===== src/common/psv_regs.svh =====
// Purpose: Named constants for the program sequencer
// Assumes: Included by the package and by each design file
// Notes: Addresses are 10-bit program word addresses
`ifndef PSV_REGS_SVH
`define PSV_REGS_SVH

`define PSV_PC_W 10
`define PSV_INSTR_W 13
`define PSV_STACK_DEPTH 5
`define PSV_DEPTH_W 3
`define PSV_PORT_W 8
`define PSV_NUM_SRC 3

`define PSV_RESET_VEC 10'h3ff
`define PSV_HW_VEC 10'h008
`define PSV_SW_VEC 10'h002
`define PSV_PC_STEP 10'h001
`define PSV_INSTR_NOP 13'h0000
`define PSV_DEPTH_FULL 3'h5
`define PSV_DEPTH_ONE 3'h1
`define PSV_DEPTH_EMPTY 3'h0

`define PSV_SRC_TICK 0
`define PSV_SRC_PORTB 1
`define PSV_SRC_EXT 2
`define PSV_EXT_INT_BIT 0
`define PSV_RESET_PIN_BIT 3
`define PSV_PB3_OE_NEVER 1'b0

`define PSV_OSC_IRC 2'h0
`define PSV_OSC_EXTERNAL_RC_MODE 2'h1
`define PSV_OSC_ERC 2'h2
`define PSV_OSC_XTAL 2'h3

`endif


===== src/common/psv_pkg.sv =====
// Purpose: Types shared by the sequencer and its return stack
// Assumes: psv_regs.svh on the include path
// Notes: All module state lives in the structs below
`include "psv_regs.svh"

package psv_pkg;

  typedef enum logic [2:0] {
    st_run = 3'h1,
    st_flush = 3'h2,
    st_sleep = 3'h4
  } psv_state_t;

  typedef struct packed {
    psv_state_t state;
    logic [`PSV_PC_W-1:0] pc;
    logic [`PSV_INSTR_W-1:0] instr;
    logic instr_valid;
    logic [`PSV_PORT_W-1:0] pb_s1;
    logic [`PSV_PORT_W-1:0] pb_s2;
    logic [`PSV_PORT_W-1:0] pb_prev;
    logic [`PSV_NUM_SRC-1:0] flags;
    logic cycle_rate_out;
    logic sys_rst;
  } psv_seq_t;

  typedef struct packed {
    logic [`PSV_STACK_DEPTH-1:0][`PSV_PC_W-1:0] ent;
    logic [`PSV_DEPTH_W-1:0] depth;
  } psv_stack_t;

  function automatic logic psv_is_rc_mode(input logic [1:0] mode);
    psv_is_rc_mode = (mode == `PSV_OSC_IRC) || (mode == `PSV_OSC_EXTERNAL_RC_MODE) || (mode == `PSV_OSC_ERC);
  endfunction : psv_is_rc_mode

endpackage : psv_pkg


===== src/hdl/psv_ret_stack.sv =====
// Purpose: Five-entry return address stack
// Assumes: Push and pop never in the same cycle
// Notes: A push when full drops the oldest entry
`timescale 1ns/1ps
`default_nettype none
`include "psv_regs.svh"

module psv_ret_stack
  import psv_pkg::*;
(
  input wire logic ref_clk_in,
  input wire logic nrst_in,
  input wire logic push_in,
  input wire logic pop_in,
  input wire logic [`PSV_PC_W-1:0] push_addr_in,
  output logic [`PSV_PC_W-1:0] top_out,
  output logic [`PSV_DEPTH_W-1:0] depth_out
);

  psv_stack_t q;
  psv_stack_t next_q;

  always_comb begin
    next_q = q;
    if (push_in) begin
      next_q.ent[0] = push_addr_in;
      for (int i = 1; i < `PSV_STACK_DEPTH; i++) begin
        next_q.ent[i] = q.ent[i-1];
      end
      if (q.depth != `PSV_DEPTH_FULL) begin
        next_q.depth = q.depth + `PSV_DEPTH_ONE;
      end
    end else if (pop_in) begin
      for (int i = 0; i < `PSV_STACK_DEPTH - 1; i++) begin
        next_q.ent[i] = q.ent[i+1];
      end
      // Underflow returns stale data, as on the real stack
      if (q.depth != `PSV_DEPTH_EMPTY) begin
        next_q.depth = q.depth - `PSV_DEPTH_ONE;
      end
    end
  end

  always_ff @(posedge ref_clk_in or negedge nrst_in) begin
    if (!nrst_in) begin
      q <= '0;
    end else begin
      q <= next_q;
    end
  end

  assign top_out = q.ent[0];
  assign depth_out = q.depth;

  stack_full_hold_a: assert property (@(posedge ref_clk_in) disable iff (!nrst_in)
    push_in && (depth_out == `PSV_DEPTH_FULL) |=> depth_out == `PSV_DEPTH_FULL)
    else $error("stack depth left five on push while full");

  stack_push_top_a: assert property (@(posedge ref_clk_in) disable iff (!nrst_in)
    push_in |=> top_out == $past(push_addr_in))
    else $error("pushed address not on top");

endmodule : psv_ret_stack
`default_nettype wire


===== src/hdl/psv_sequencer.sv =====
// Purpose: Program sequencer, vectors and wake-up for the 8-bit core
// Assumes: Program store reads combinationally; core qualifies instr_out with instr_valid_out
// Notes: One clock is the instruction cycle
//
// What this block does
// - Every instruction takes one cycle and every branch takes two.
// - Each fetched instruction word is 13 bits and one word is one instruction.
// - A five-entry return stack serves calls and interrupts.
// - Any reset loads the program counter with 3FFh and runs from there.
// - A hardware interrupt loads the program counter with 008h.
// - A software interrupt loads the program counter with 002h.
// - Calls and jumps reach any of the 1K words directly with no paging.
// - Interrupts come from tick counter overflow, the external pin edge and port B change.
// - Sleep ends on external pin activity or a port B input change.
// - With port B bit 3 used as reset, a low level resets and a weak pull-up is on.
// - Port B bit 3 is input only and still wakes the core.
// - In RC modes the oscillator output pin may carry a square wave at half the cycle rate.
`timescale 1ns/1ps
`default_nettype none
`include "psv_regs.svh"

module psv_sequencer
  import psv_pkg::*;
(
  input wire logic ref_clk_in,
  input wire logic nrst_in,
  input wire logic por_rst_in,
  input wire logic bor_rst_in,
  input wire logic wdt_rst_in,
  output logic [`PSV_PC_W-1:0] prog_addr_out,
  input wire logic [`PSV_INSTR_W-1:0] prog_data_in,
  output logic [`PSV_INSTR_W-1:0] instr_out,
  output logic instr_valid_out,
  input wire logic jump_in,
  input wire logic call_in,
  input wire logic ret_in,
  input wire logic swi_in,
  input wire logic sleep_in,
  input wire logic [`PSV_PC_W-1:0] target_in,
  input wire logic tick_ovf_in,
  input wire logic [`PSV_PORT_W-1:0] port_b_in,
  input wire logic [`PSV_PORT_W-1:0] port_b_wake_en_in,
  input wire logic int_edge_rise_in,
  input wire logic gie_in,
  input wire logic [`PSV_NUM_SRC-1:0] int_en_in,
  input wire logic [`PSV_NUM_SRC-1:0] flag_clr_in,
  output logic [`PSV_NUM_SRC-1:0] int_flags_out,
  output logic int_taken_out,
  output logic sleeping_out,
  output logic sys_reset_out,
  input wire logic ext_reset_sel_in,
  output logic port_b_bit3_pullup_out,
  output logic port_b_bit3_oe_out,
  input wire logic [1:0] osc_mode_in,
  input wire logic cycle_rate_out_en_in,
  output logic osc_out_pin_out,
  output logic osc_out_pin_oe_out
);

  psv_seq_t q;
  psv_seq_t next_q;
  logic [`PSV_PC_W-1:0] stack_top;
  logic [`PSV_DEPTH_W-1:0] stack_depth;
  logic rst_any;
  logic exec;
  logic take_jump;
  logic take_call;
  logic take_ret;
  logic take_sw;
  logic take_hw;
  logic take_sleep;
  logic ext_edge;
  logic [`PSV_PORT_W-1:0] pb_change;
  logic wake;
  logic irq_pending;
  logic [`PSV_NUM_SRC-1:0] flag_set;
  logic rc_out_on;

  always_comb begin
    // Reset pin is only sampled after both sync stages
    rst_any = por_rst_in || bor_rst_in || wdt_rst_in ||
      (ext_reset_sel_in && !q.pb_s2[`PSV_RESET_PIN_BIT]);
    exec = (q.state == st_run) && q.instr_valid;
    ext_edge = int_edge_rise_in ?
      (q.pb_s2[`PSV_EXT_INT_BIT] && !q.pb_prev[`PSV_EXT_INT_BIT]) :
      (!q.pb_s2[`PSV_EXT_INT_BIT] && q.pb_prev[`PSV_EXT_INT_BIT]);
    pb_change = (q.pb_s2 ^ q.pb_prev) & port_b_wake_en_in;
    flag_set = '0;
    flag_set[`PSV_SRC_TICK] = tick_ovf_in;
    flag_set[`PSV_SRC_PORTB] = |pb_change;
    flag_set[`PSV_SRC_EXT] = ext_edge;
    wake = ext_edge || (|pb_change);
    irq_pending = gie_in && |(q.flags & int_en_in);
    // Priority: the executing instruction's branch beats a waiting interrupt
    take_jump = !rst_any && exec && jump_in;
    take_call = !rst_any && exec && !jump_in && call_in;
    take_ret = !rst_any && exec && !jump_in && !call_in && ret_in;
    take_sw = !rst_any && exec && !jump_in && !call_in && !ret_in && swi_in;
    take_sleep = !rst_any && exec && !jump_in && !call_in && !ret_in && !swi_in && sleep_in;
    take_hw = !rst_any && exec && !jump_in && !call_in && !ret_in && !swi_in && !sleep_in && irq_pending;
    rc_out_on = cycle_rate_out_en_in && psv_is_rc_mode(osc_mode_in);
  end

  always_comb begin
    next_q = q;
    next_q.pb_s1 = port_b_in;
    next_q.pb_s2 = q.pb_s1;
    next_q.pb_prev = q.pb_s2;
    // Set wins over a clear in the same cycle
    next_q.flags = (q.flags & ~flag_clr_in) | flag_set;
    next_q.cycle_rate_out = rc_out_on ? !q.cycle_rate_out : 1'b0;
    next_q.sys_rst = rst_any;
    if (rst_any) begin
      next_q.pc = `PSV_RESET_VEC;
      next_q.state = st_flush;
      next_q.instr_valid = 1'b0;
      next_q.instr = `PSV_INSTR_NOP;
      next_q.flags = '0;
    end else begin
      case (q.state)
        st_run: begin
          next_q.instr = prog_data_in;
          next_q.instr_valid = 1'b1;
          next_q.pc = q.pc + `PSV_PC_STEP;
          if (take_jump || take_call) begin
            next_q.pc = target_in;
          end else if (take_ret) begin
            next_q.pc = stack_top;
          end else if (take_sw) begin
            next_q.pc = `PSV_SW_VEC;
          end else if (take_hw) begin
            next_q.pc = `PSV_HW_VEC;
          end
          if (take_jump || take_call || take_ret || take_sw || take_hw) begin
            next_q.state = st_flush;
            next_q.instr_valid = 1'b0;
          end else if (take_sleep) begin
            next_q.state = st_sleep;
            next_q.instr_valid = 1'b0;
            next_q.pc = q.pc;
          end
        end
        st_flush: begin
          next_q.instr = prog_data_in;
          next_q.instr_valid = 1'b1;
          next_q.pc = q.pc + `PSV_PC_STEP;
          next_q.state = st_run;
        end
        st_sleep: begin
          next_q.instr_valid = 1'b0;
          if (wake) begin
            next_q.state = st_flush;
          end
        end
        default: begin
          next_q.state = st_flush;
          next_q.instr_valid = 1'b0;
        end
      endcase
    end
  end

  always_ff @(posedge ref_clk_in or negedge nrst_in) begin
    if (!nrst_in) begin
      q <= '{state: st_flush, pc: `PSV_RESET_VEC, instr: `PSV_INSTR_NOP, default: '0};
    end else begin
      q <= next_q;
    end
  end

  // Fetch address is already the next instruction's address
  psv_ret_stack u_stack (
    .ref_clk_in(ref_clk_in),
    .nrst_in(nrst_in),
    .push_in(take_call || take_sw || take_hw),
    .pop_in(take_ret),
    .push_addr_in(q.pc),
    .top_out(stack_top),
    .depth_out(stack_depth)
  );

  assign prog_addr_out = q.pc;
  assign instr_out = q.instr;
  assign instr_valid_out = q.instr_valid;
  assign int_flags_out = q.flags;
  assign int_taken_out = take_hw;
  assign sleeping_out = (q.state == st_sleep);
  assign sys_reset_out = q.sys_rst;
  assign port_b_bit3_pullup_out = ext_reset_sel_in;
  assign port_b_bit3_oe_out = `PSV_PB3_OE_NEVER;
  assign osc_out_pin_out = q.cycle_rate_out;
  assign osc_out_pin_oe_out = rc_out_on;

  reset_vector_load_a: assert property (@(posedge ref_clk_in) disable iff (!nrst_in)
    rst_any ##1 !rst_any |-> prog_addr_out == `PSV_RESET_VEC ##1 instr_valid_out)
    else $error("reset did not fetch from 3FFh");

  hw_vector_load_a: assert property (@(posedge ref_clk_in) disable iff (!nrst_in)
    take_hw |=> prog_addr_out == `PSV_HW_VEC && !instr_valid_out)
    else $error("hardware interrupt missed 008h");

  sw_vector_load_a: assert property (@(posedge ref_clk_in) disable iff (!nrst_in)
    take_sw |=> prog_addr_out == `PSV_SW_VEC)
    else $error("software interrupt missed 002h");

  branch_two_cycle_a: assert property (@(posedge ref_clk_in) disable iff (!nrst_in)
    take_jump && !por_rst_in ##1 !rst_any |-> !instr_valid_out ##1 instr_valid_out)
    else $error("branch did not take exactly two cycles");

  single_cycle_step_a: assert property (@(posedge ref_clk_in) disable iff (!nrst_in)
    exec && !rst_any && !take_jump && !take_call && !take_ret && !take_sw && !take_hw && !take_sleep
    |=> instr_valid_out && prog_addr_out == $past(prog_addr_out) + `PSV_PC_STEP)
    else $error("plain instruction took more than one cycle");

  fetch_word_kept_a: assert property (@(posedge ref_clk_in) disable iff (!nrst_in)
    (q.state == st_flush) && !rst_any |=> instr_out == $past(prog_data_in))
    else $error("fetched word not passed whole");

  jump_target_a: assert property (@(posedge ref_clk_in) disable iff (!nrst_in)
    take_jump || take_call |=> prog_addr_out == $past(target_in))
    else $error("branch target not reached directly");

  int_push_next_a: assert property (@(posedge ref_clk_in) disable iff (!nrst_in)
    take_hw |=> stack_top == $past(prog_addr_out))
    else $error("interrupt did not push next address");

  tick_flag_set_a: assert property (@(posedge ref_clk_in) disable iff (!nrst_in)
    tick_ovf_in && !rst_any |=> int_flags_out[`PSV_SRC_TICK])
    else $error("tick overflow flag lost");

  // A sync reset during the flush cycle legally keeps valid low
  sleep_wake_a: assert property (@(posedge ref_clk_in) disable iff (!nrst_in)
    sleeping_out && wake && !rst_any ##1 !rst_any |-> !sleeping_out ##1 instr_valid_out)
    else $error("sleep did not end on wake event");

  call_depth_grow_a: assert property (@(posedge ref_clk_in) disable iff (!nrst_in)
    take_call && (stack_depth != `PSV_DEPTH_FULL) |=> stack_depth == $past(stack_depth) + `PSV_DEPTH_ONE)
    else $error("call did not deepen return stack");

  rate_toggle_a: assert property (@(posedge ref_clk_in) disable iff (!nrst_in)
    rc_out_on ##1 rc_out_on |-> osc_out_pin_out != $past(osc_out_pin_out))
    else $error("cycle rate output not toggling");

endmodule : psv_sequencer
`default_nettype wire


===== config.mk =====
export PLATFORM = sky130hd
export DESIGN_NAME = psv_sequencer
export DESIGN_NICKNAME = d
export VERILOG_FILES = /design/src/common/psv_pkg.sv /design/src/hdl/psv_ret_stack.sv /design/src/hdl/psv_sequencer.sv
export VERILOG_INCLUDE_DIRS = /design/src /design/src/common
export SDC_FILE = /design/constraint.sdc
export NUM_CORES = 1
export LEC_CHECK = 0
export BUFFER_PORTS_ARGS = -buffer_cell sky130_fd_sc_hd__buf_2
export CAP_MARGIN = 15
export CORE_AREA = 2 2 129 131
export DETAILED_ROUTE_END_ITERATION = 8
export DIE_AREA = 0 0 131 133
export PLACE_DENSITY_LB_ADDON = 0.3
export RECOVER_POWER = 25
export SLEW_MARGIN = 20
export SYNTH_ARGS = -nofsm -noshare
export SYNTH_HDL_FRONTEND = slang
export SYNTH_HIERARCHICAL = 1
export SYNTH_SLANG_ARGS = --single-unit

===== constraint.sdc =====
create_clock -name ref_clk_in -period 3.9 [get_ports ref_clk_in]
set_input_delay 1.17 -clock ref_clk_in [delete_from_list [all_inputs] [get_ports ref_clk_in]]
set_output_delay 1.17 -clock ref_clk_in [all_outputs]
set_load 0.005 [all_outputs]

==> out/qor.yml, run 1 <==
global_route:
  grtUsageTotal: 0.152
  grt_max_degree: 65
  grt_pass1_vias: 4075
  antenna_found_initial: 0
  overflow: 0
  grt_pass1_wl_um: 20500
cts:
  post_cts_buffers: 0
  cts_buffers: 9
  cts_hold_buf: 0
  cts.sink_count: 106
  clk_pin_slew_ps: 80
  clock_latency_ps: 360
  ctsResizeCount: 0
  cts_tree: "yes"
  htreeDepth: 3
  max-clock-path-buffers: 2
  cts-root-buf: "clkbuf_16"
cells_and_area:
  nets: 639
  multi_input_area_um2: 2180
  regArea_um2: 2670
  final_cells: 799
  layout_commonest_cell: "dfrtp_1"
  diodes: 0
  final_cell_mix: "95 x dfrtp_1, 93 x buf_2, 86 x nand2_1, 42 x o21ai_1, 41 x mux2i_1"
  drive_above_1_share: 0.269
  nFillCells: 1665
  syn2layout_area_growth_pct: 14.5
placement:
  port_buffers: 94
  hpwlAfterDp_um: 8870
  place.gp.congestion: 0.852
  dp.cells: 783
power_and_ir_drop:
  internal_power_w: 0.00167
  static-leakage-power_nw: 2.63
  powerDensity_nw_per_um2: 377
  peakVddDrop_mv: 0.255
  comb_power_share: 0.087
  p_seq_frac: 0.504
  p_clk_frac: 0.409
  p_sw_frac: 0.270
  p_sw_w: 0.000618
route:
  drtIter0Drc: 163
  route.detailed.drc: 0
  first_pass_iters: 4
  vias: 3958
  ant_nets: 0
  drt-total-wl_um: 12400
  via_per_inst: 4.95
  post_drt_wl_per_cell_um: 15.5
min_path:
  hold_class: "flop to flop"
timing:
  drv_slew: 65
  setup_viol: 0
  tightest_slew_ps: 1660
  relSlewSlack: -0.105
  fin_crit_ps: 3770
  finalHoldViolCount: 0
  min_period_over_period: 0.967
  finClkSkew_ps: 11.2
  max_freq_mhz: 265
  setup_tns_ps: 0
  grt_setup_unrepaired: "no"
critical_path:
  startpoint_type: "input port"
  r2r_cells: 6
  end_kind: "primary output"
  crit_start: "call_in"
  arrival_ps: 2600
  r2r_start: "q[53]$_DFFE_PN0P_"
  r2r_setup_slack_ps: 1450
  critPathRequiredTime_ps: 2730
  worstSetupEndpoint: "int_taken_out"
  reg2reg_to: "u_stack/q[48]$_DFFE_PN0P_"
  path_class: "input port to primary output"
  crit_fanout: 6
floorplanning:
  rows: 47
  die_x_um: 131
  initial_core_util: 0.328
  dieArea_um2: 17400
  io_pins: 96
  coreArea_um2: 16200
  die_h_um: 133
status:
  outcome: "finished with violations"
  failed_checks: "capacitance limit, slew limit"
synthesis:
  synth_nets: 581
  netlist_area_um2: 5300
  yosys_warnings: 6
  avgSynthCellArea_um2: 10.3
  syn_inst: 516
flow_run:
  cap_violations: 1
[area by class of cell]
cell class,count,area share
Sequential cell,106,0.439
Multi-Input combinational cell,338,0.359
Timing Repair Buffer,108,0.0989
Tap cell,220,0.0454
Clock buffer,9,0.0371
Clock inverter,7,0.0136
Inverter,11,0.00680
[state kept, by name, summed over array words and instances, names as in the netlist]
name / flops
u_stack/q: 40
next_q: 16
instr_out: 13
q: 11
prog_addr_out: 10
u_stack/top_out: 10
int_flags_out: 3
instr_valid_out: 1
osc_out_pin_out: 1
sys_reset_out: 1
[routing by layer]
metal / vias up / global-route usage / wire length [um]
li1: 1893 / - / -
met1: 1934 / 0.207 / 5820
met2: 116 / 0.231 / 5600
met3: 15 / 0.0384 / 713
met4: 0 / 0.0579 / 251
met5: - / 0 / 0
[critical path: stages]
cell	delay (ps)
buf_2	140
or4_4	550
or4_4	560
inv_1	70
buf_2	100
[per-stage QoR]
stage | util | power [W] | hold slack [ps] | worst slack (ps) | cell area [um2]
3_5_place_dp | 0.356 | 0.00137 | 335 | 119 | 5760
4_1_cts | 0.375 | 0.00232 | 354 | 121 | 6070
3_3_place_gp | 0.356 | 0.00137 | 334 | 132 | 5760
6_report | 0.375 | 0.00229 | 353 | 127 | 6070
5_1_grt | 0.375 | 0.00239 | 359 | 87.6 | 6070
2_1_floorplan | - | 0.00128 | 331 | 430 | 5300
[worst min-delay path by stage]
stage / startpoint / endpoint / depth (start not counted)
after floorplan: next_q[18]$_DFF_PN0_ / next_q[10]$_DFF_PN0_ / 0
after global placement: next_q[20]$_DFF_PN0_ / next_q[12]$_DFF_PN0_ / 0
after detailed placement: next_q[16]$_DFF_PN0_ / next_q[8]$_DFF_PN0_ / 0
after CTS: next_q[16]$_DFF_PN0_ / next_q[8]$_DFF_PN0_ / 0
after global routing: next_q[16]$_DFF_PN0_ / next_q[8]$_DFF_PN0_ / 0
final: next_q[14]$_DFF_PN0_ / next_q[6]$_DFF_PN0_ / 0
[power groups by stage]
stage | sequential [W] | clock [W] | combinational [W]
after floorplan | 0.00116 | 0 | 0.000115
after CTS | 0.00115 | 0.000968 | 0.000201
after global routing | 0.00116 | 0.00101 | 0.000225
after detailed placement | 0.00117 | 0 | 0.000200
after global placement | 0.00117 | 0 | 0.000196
final | 0.00115 | 0.000935 | 0.000199
(Power assumes the default switching activity.)
==> run 2, diff against run 1 <==
--- a/config.mk
+++ b/config.mk
@@ -8,9 +8,9 @@
 export LEC_CHECK = 0
 export BUFFER_PORTS_ARGS = -buffer_cell sky130_fd_sc_hd__buf_2
 export CAP_MARGIN = 15
-export CORE_AREA = 2 2 129 131
+export CORE_AREA = 2 2 103 105
 export DETAILED_ROUTE_END_ITERATION = 8
-export DIE_AREA = 0 0 131 133
+export DIE_AREA = 0 0 105 107
 export PLACE_DENSITY_LB_ADDON = 0.3
 export RECOVER_POWER = 25
 export SLEW_MARGIN = 20
==> run 2 against run 1 <==
The run now ends clean. Final area down 3.9%. Critical path depth unchanged. Sequential share of layout area up 1.8 points. Global-route usage increased by 5.6 points. Via count down 2.0%. Clock skew about the same. Worst hold slack better by 4.7 ps. Core utilization up 20 points. Routed wire length shrank 13%. Sequential power hardly changed. Flip-flop and latch count did not move. Critical endpoint unchanged. Largest cell class unchanged. Highest routed layer unchanged.
==> out/qor.yml, run 2 (synthesized netlist as in run 1, its figures left out) <==
min_path:
  hold_class: "flop to flop"
  worstHoldStart: "next_q[18]$_DFF_PN0_"
  whs_path_depth: 0  # unchanged
  whs_endpoint: "next_q[10]$_DFF_PN0_"
floorplanning:
  initial_core_util: 0.525  # +0.197
  rows: 37  # -21%
  die_h_um: 107  # -20%
  dieArea_um2: 11200  # -36%
  die_x_um: 105  # -20%
  coreArea_um2: 10100  # -38%
  io_pins: 96  # unchanged
timing:
  finalHoldViolCount: 0  # unchanged
  max_freq_mhz: 267  # +0.57%
  drv_slew: 0  # -100%
  relSlewSlack: 0.0938  # +0.199
  setup_tns_ps: 0  # unchanged
  holdWs_ps: 358  # +4.66 ps
  tightest_slew_ps: 1360  # -298 ps
  finClkSkew_ps: 11.6  # +0.417 ps
  min_period_over_period: 0.962  # -0.00549
  setup_viol: 0  # unchanged
  grt_setup_unrepaired: "no"
  fin_crit_ps: 3750  # -21.4 ps
global_route:
  grt_max_degree: 91  # +40%
  grtUsageTotal: 0.207  # +0.0556
  overflow: 0  # unchanged
  antenna_found_initial: 0  # unchanged
  grt_pass1_wl_um: 18600  # -9.3%
  grt_pass1_vias: 3898  # -4.3%
cts:
  ctsResizeCount: 0  # unchanged
  cts_buffers: 9  # unchanged
  cts_tree: "yes"
  cts_hold_buf: 0  # unchanged
  cts.sink_count: 106  # unchanged
  cts-root-buf: "clkbuf_8"
  max-clock-path-buffers: 2  # unchanged
  clk_pin_slew_ps: 100  # +20 ps
  post_cts_buffers: 0  # unchanged
  htreeDepth: 3  # unchanged
  clock_latency_ps: 370  # about the same
cells_and_area:
  diodes: 0  # unchanged
  largest_reg_flops: 40  # unchanged
  nets: 634  # -0.78%
  design_area_um2: 5840  # -3.9%
  layout_commonest_cell: "dfrtp_1"
  fin_util: 0.578  # +0.203
  syn2layout_area_growth_pct: 10.1
  final_cell_mix: "95 x dfrtp_1, 93 x buf_2, 86 x nand2_1, 42 x o21ai_1, 41 x mux2i_1"
  regMostFlops: "u_stack/q"
  drive_above_1_share: 0.263  # -0.00636
power_and_ir_drop:
  powerDensity_nw_per_um2: 353  # -6.1%
  power_w: 0.00206  # -9.8%
  peakVddDrop_mv: 0.238  # -6.7%
  static-leakage-power_nw: 2.56  # -2.5%
route:
  vias: 3878  # -2.0%
  first_pass_iters: 5  # +1
  drt-total-wl_um: 10800  # -13%
  drtIter0Drc: 233  # +43%
  ant_nets: 0  # unchanged
  via_per_inst: 5.46  # +10%
  route.detailed.drc: 0  # unchanged
  post_drt_wl_per_cell_um: 15.2  # -1.8%
placement:
  dpl-instance-area_um2: 5620  # -2.5%
  hpwlAfterDp_um: 7760  # -13%
  place.gp.congestion: 0.920  # +8.1%
  port_buffers: 94  # unchanged
critical_path:
  startpoint_type: "input port"
  reg2reg_to: "u_stack/q[45]$_DFFE_PN0P_"
  crit_fanout: 6  # unchanged
  arrival_ps: 2580  # -20 ps
  r2r_setup_slack_ps: 1380  # -70 ps
  critPathRequiredTime_ps: 2730  # about the same
  r2r_start: "q[55]$_DFFE_PN0P_"
  r2r_cells: 7  # +1
  path_class: "input port to primary output"
  end_kind: "primary output"
status:
  outcome: "complete, no violations"
flow_run:
  cap_violations: 0  # -1
-- run 2: cell count changes in the layout (fill, tap and decap cells not counted), sizes merged --
cell	delta
buf	-5
clkinvlp	-1
bufinv	+1
-- run 2: worst max-delay path by stage --
stage                           from       endpoint  cells after the start
after floorplan              jump_in  int_taken_out                      3
after global placement       jump_in  int_taken_out                      5
after detailed placement     jump_in  int_taken_out                      5
after CTS                    jump_in  int_taken_out                      5
after global routing      bor_rst_in  int_taken_out                      6
final                        jump_in  int_taken_out                      5
-- run 2: layout make-up --
class                   instances  area [um2]
inverters                      11        41.3
clock inverters                 7        92.6
repair buffers                103         563
clock buffers                   9         124
well taps                     136         170
multi-input cells             338        2180
fillers                       919        4260
flip-flops and latches        106        2670
-- run 2: critical path: stages --
cell	delay, ps
buf_2	140
or4_4	580
or4_4	520
inv_1	70
buf_2	100
-- run 2: through the flow --
stage,std cells,setup slack [ps]
2_1_floorplan,516,430
3_3_place_gp,694,166
3_5_place_dp,694,149
4_1_cts,710,149
5_1_grt,710,63.6
6_report,710,148
-- run 2: where the power goes --
part	switching, W	internal [W]	leakage (nW)
Combinational	0.000109	0.0000793	1.08
Clock	0.000408	0.000314	0.109
Sequential	0.0000242	0.00113	1.38
-- run 2: per-layer routing --
metal  GRT usage  wire length (um)  vias to the layer above
li1            -                 -                     1879
met5           0                 0                        -
met1       0.287              4970                     1869
met4      0.0562               123                        0
met2       0.327              5060                      120
met3      0.0511               653                       10
==> run 3, diff against run 2 <==
--- a/config.mk
+++ b/config.mk
@@ -8,10 +8,10 @@
 export LEC_CHECK = 0
 export BUFFER_PORTS_ARGS = -buffer_cell sky130_fd_sc_hd__buf_2
 export CAP_MARGIN = 15
-export CORE_AREA = 2 2 103 105
+export CORE_AREA = 2 2 112 114
 export DETAILED_ROUTE_END_ITERATION = 8
-export DIE_AREA = 0 0 105 107
-export PLACE_DENSITY_LB_ADDON = 0.3
+export DIE_AREA = 0 0 114 116
+export PLACE_DENSITY = 0.7
 export RECOVER_POWER = 25
 export SLEW_MARGIN = 20
 export SYNTH_ARGS = -nofsm -noshare
==> constraint.sdc (replaced) <==
create_clock -name ref_clk_in -period 3.9 [get_ports ref_clk_in]
set_input_delay 1.17 -clock ref_clk_in [delete_from_list [all_inputs] [get_ports ref_clk_in]]
set_output_delay 1.17 -clock ref_clk_in [all_outputs]
set_load 0.1 [all_outputs]
==> run 3 against run 2 <==
Worst hold slack worse by 9.1 ps. First-iteration DRC count up 13%. Power up 20%. Fmax down 2.1%. Global-route usage down 2.5 points. Sequential power about the same. Flip-flop and latch count unchanged. Non-clock buffer count up 5. Critical path type unchanged. Critical endpoint unchanged. Largest power group unchanged.
==> out/qor.yml, run 3 (synthesized netlist as in run 1, its figures left out) <==
status:
  outcome: "complete, no violations"
cells_and_area:
  regMostFlops: "u_stack/q"
  nets: 639  # +0.79%
  syn2layout_area_growth_pct: 14.0
  drive_above_1_share: 0.271  # +0.00809
  fin_util: 0.507  # -0.0713
  largest_reg_flops: 40  # unchanged
  final_cell_mix: "95 x dfrtp_1, 92 x buf_2, 86 x nand2_1, 42 x o21ai_1, 41 x mux2i_1"
  layout_commonest_cell: "dfrtp_1"
  diodes: 0  # unchanged
floorplanning:
  die_x_um: 114  # +8.6%
  dieArea_um2: 13200  # +18%
  die_h_um: 116  # +8.4%
  rows: 40  # +8.1%
  initial_core_util: 0.445  # -0.0802
  io_pins: 96  # unchanged
  coreArea_um2: 11900  # +18%
placement:
  place.gp.congestion: 0.865  # -6.0%
  hpwlAfterDp_um: 8110  # +4.5%
  port_buffers: 94  # unchanged
timing:
  finalHoldViolCount: 0  # unchanged
  setup_viol: 0  # unchanged
  drv_slew: 0  # unchanged
  setup_tns_ps: 0  # unchanged
  min_period_over_period: 0.982  # +0.0204
  grt_setup_unrepaired: "no"
  fin_crit_ps: 3830  # +79.4 ps
  relSlewSlack: 0.0223  # -0.0715
  finClkSkew_ps: 10.1  # -1.50 ps
  max_freq_mhz: 261  # -2.1%
  holdWs_ps: 349  # -9.09 ps
  tightest_slew_ps: 1470  # +107 ps
critical_path:
  path_class: "input port to primary output"
  crit_fanout: 6  # unchanged
  arrival_ps: 2660  # +80 ps
  critPathRequiredTime_ps: 2730  # about the same
  r2r_setup_slack_ps: 1370  # about the same
  r2r_start: "q[53]$_DFFE_PN0P_"
  crit_start: "call_in"
  reg2reg_to: "u_stack/q[17]$_DFFE_PN0P_"
  startpoint_type: "input port"
  end_kind: "primary output"
  r2r_cells: 8  # +1
cts:
  post_cts_buffers: 0  # unchanged
  max-clock-path-buffers: 2  # unchanged
  clk_pin_slew_ps: 70  # -30 ps
  cts_buffers: 9  # unchanged
  cts-root-buf: "clkbuf_16"
  htreeDepth: 3  # unchanged
  clock_latency_ps: 350  # -20 ps
  cts_hold_buf: 0  # unchanged
  cts.sink_count: 106  # unchanged
  ctsResizeCount: 0  # unchanged
  cts_tree: "yes"
route:
  via_per_inst: 5.48  # +0.32%
  route.detailed.drc: 0  # unchanged
  drtIter0Drc: 264  # +13%
  ant_nets: 0  # unchanged
  drt-total-wl_um: 11200  # +3.5%
  post_drt_wl_per_cell_um: 15.4  # +1.2%
  vias: 3978  # +2.6%
  first_pass_iters: 4  # -1
min_path:
  whs_path_depth: 0  # unchanged
  hold_class: "flop to flop"
  worstHoldStart: "next_q[16]$_DFF_PN0_"
  whs_endpoint: "next_q[8]$_DFF_PN0_"
global_route:
  antenna_found_initial: 0  # unchanged
  grt_pass1_vias: 3864  # -0.87%
  grt-busiest-layer: "met2"
  grt_use_met3: 0.0371  # -0.0139
  grt_max_degree: 61  # -33%
  overflow: 0  # unchanged
  use_met2: 0.289  # -0.0386
  grtUsageTotal: 0.182  # -0.0252
  grt_pass1_wl_um: 19000  # +2.0%
  grt_use_met1: 0.250  # -0.0373
power_and_ir_drop:
  static-leakage-power_nw: 2.64  # +2.9%
  peakVddDrop_mv: 0.351  # +47%
  powerDensity_nw_per_um2: 411  # +16%
flow_run:
  cap_violations: 0  # unchanged
[run 3: cell count changes in the layout (fill, tap and decap cells not counted), sizes merged]
cell	previous run	this run
buf	102	107
bufinv	1	3
clkinv	3	1
clkinvlp	0	2
inv	14	12
[run 3: cell type report]
type / count / area [um2]
Clock inverter: 7 / 124
Tap cell: 147 / 184
Fill cell: 1098 / 5870
Sequential cell: 106 / 2670
Timing Repair Buffer: 108 / 616
Multi-Input combinational cell: 338 / 2180
Inverter: 11 / 45.0
Clock buffer: 9 / 225
[run 3: where the power goes]
group / total, W / internal [W] / switching [W] / leakage, nW
sequential: 0.00115 / 0.00113 / 0.0000234 / 1.38
clock: 0.00104 / 0.000633 / 0.000406 / 0.167
combinational: 0.000292 / 0.0000820 / 0.000210 / 1.09
[run 3: worst max-delay path by stage]
stage	to
after detailed placement	int_taken_out
after global routing	int_taken_out
after CTS	int_taken_out
after global placement	int_taken_out
final	int_taken_out
after floorplan	osc_out_pin_oe_out
[run 3: per-layer routing]
metal,share of wire,vias up
met1,0.47,1951
li1,-,1884
met5,0,-
met3,0.054,16
met2,0.46,127
met4,0.018,0
[run 3: worst max-delay path: stages]
cell and delay [ps]:
buf_2 130, or4_4 520, or4_4 550, clkinvlp_4 110, buf_12 170
[run 3: through the flow]
step | setup slack [ps] | cells | power (W) | area [um2]
CTS | 68.6 | 726 | 0.00251 | 6040
global route | 17.1 | 726 | 0.00258 | 6040
global placement | 87.3 | 710 | 0.00146 | 5690
detailed placement | 72.9 | 710 | 0.00146 | 5690
floorplan | 84.6 | 516 | 0.00137 | 5300
finish | 69.0 | 726 | 0.00248 | 6040
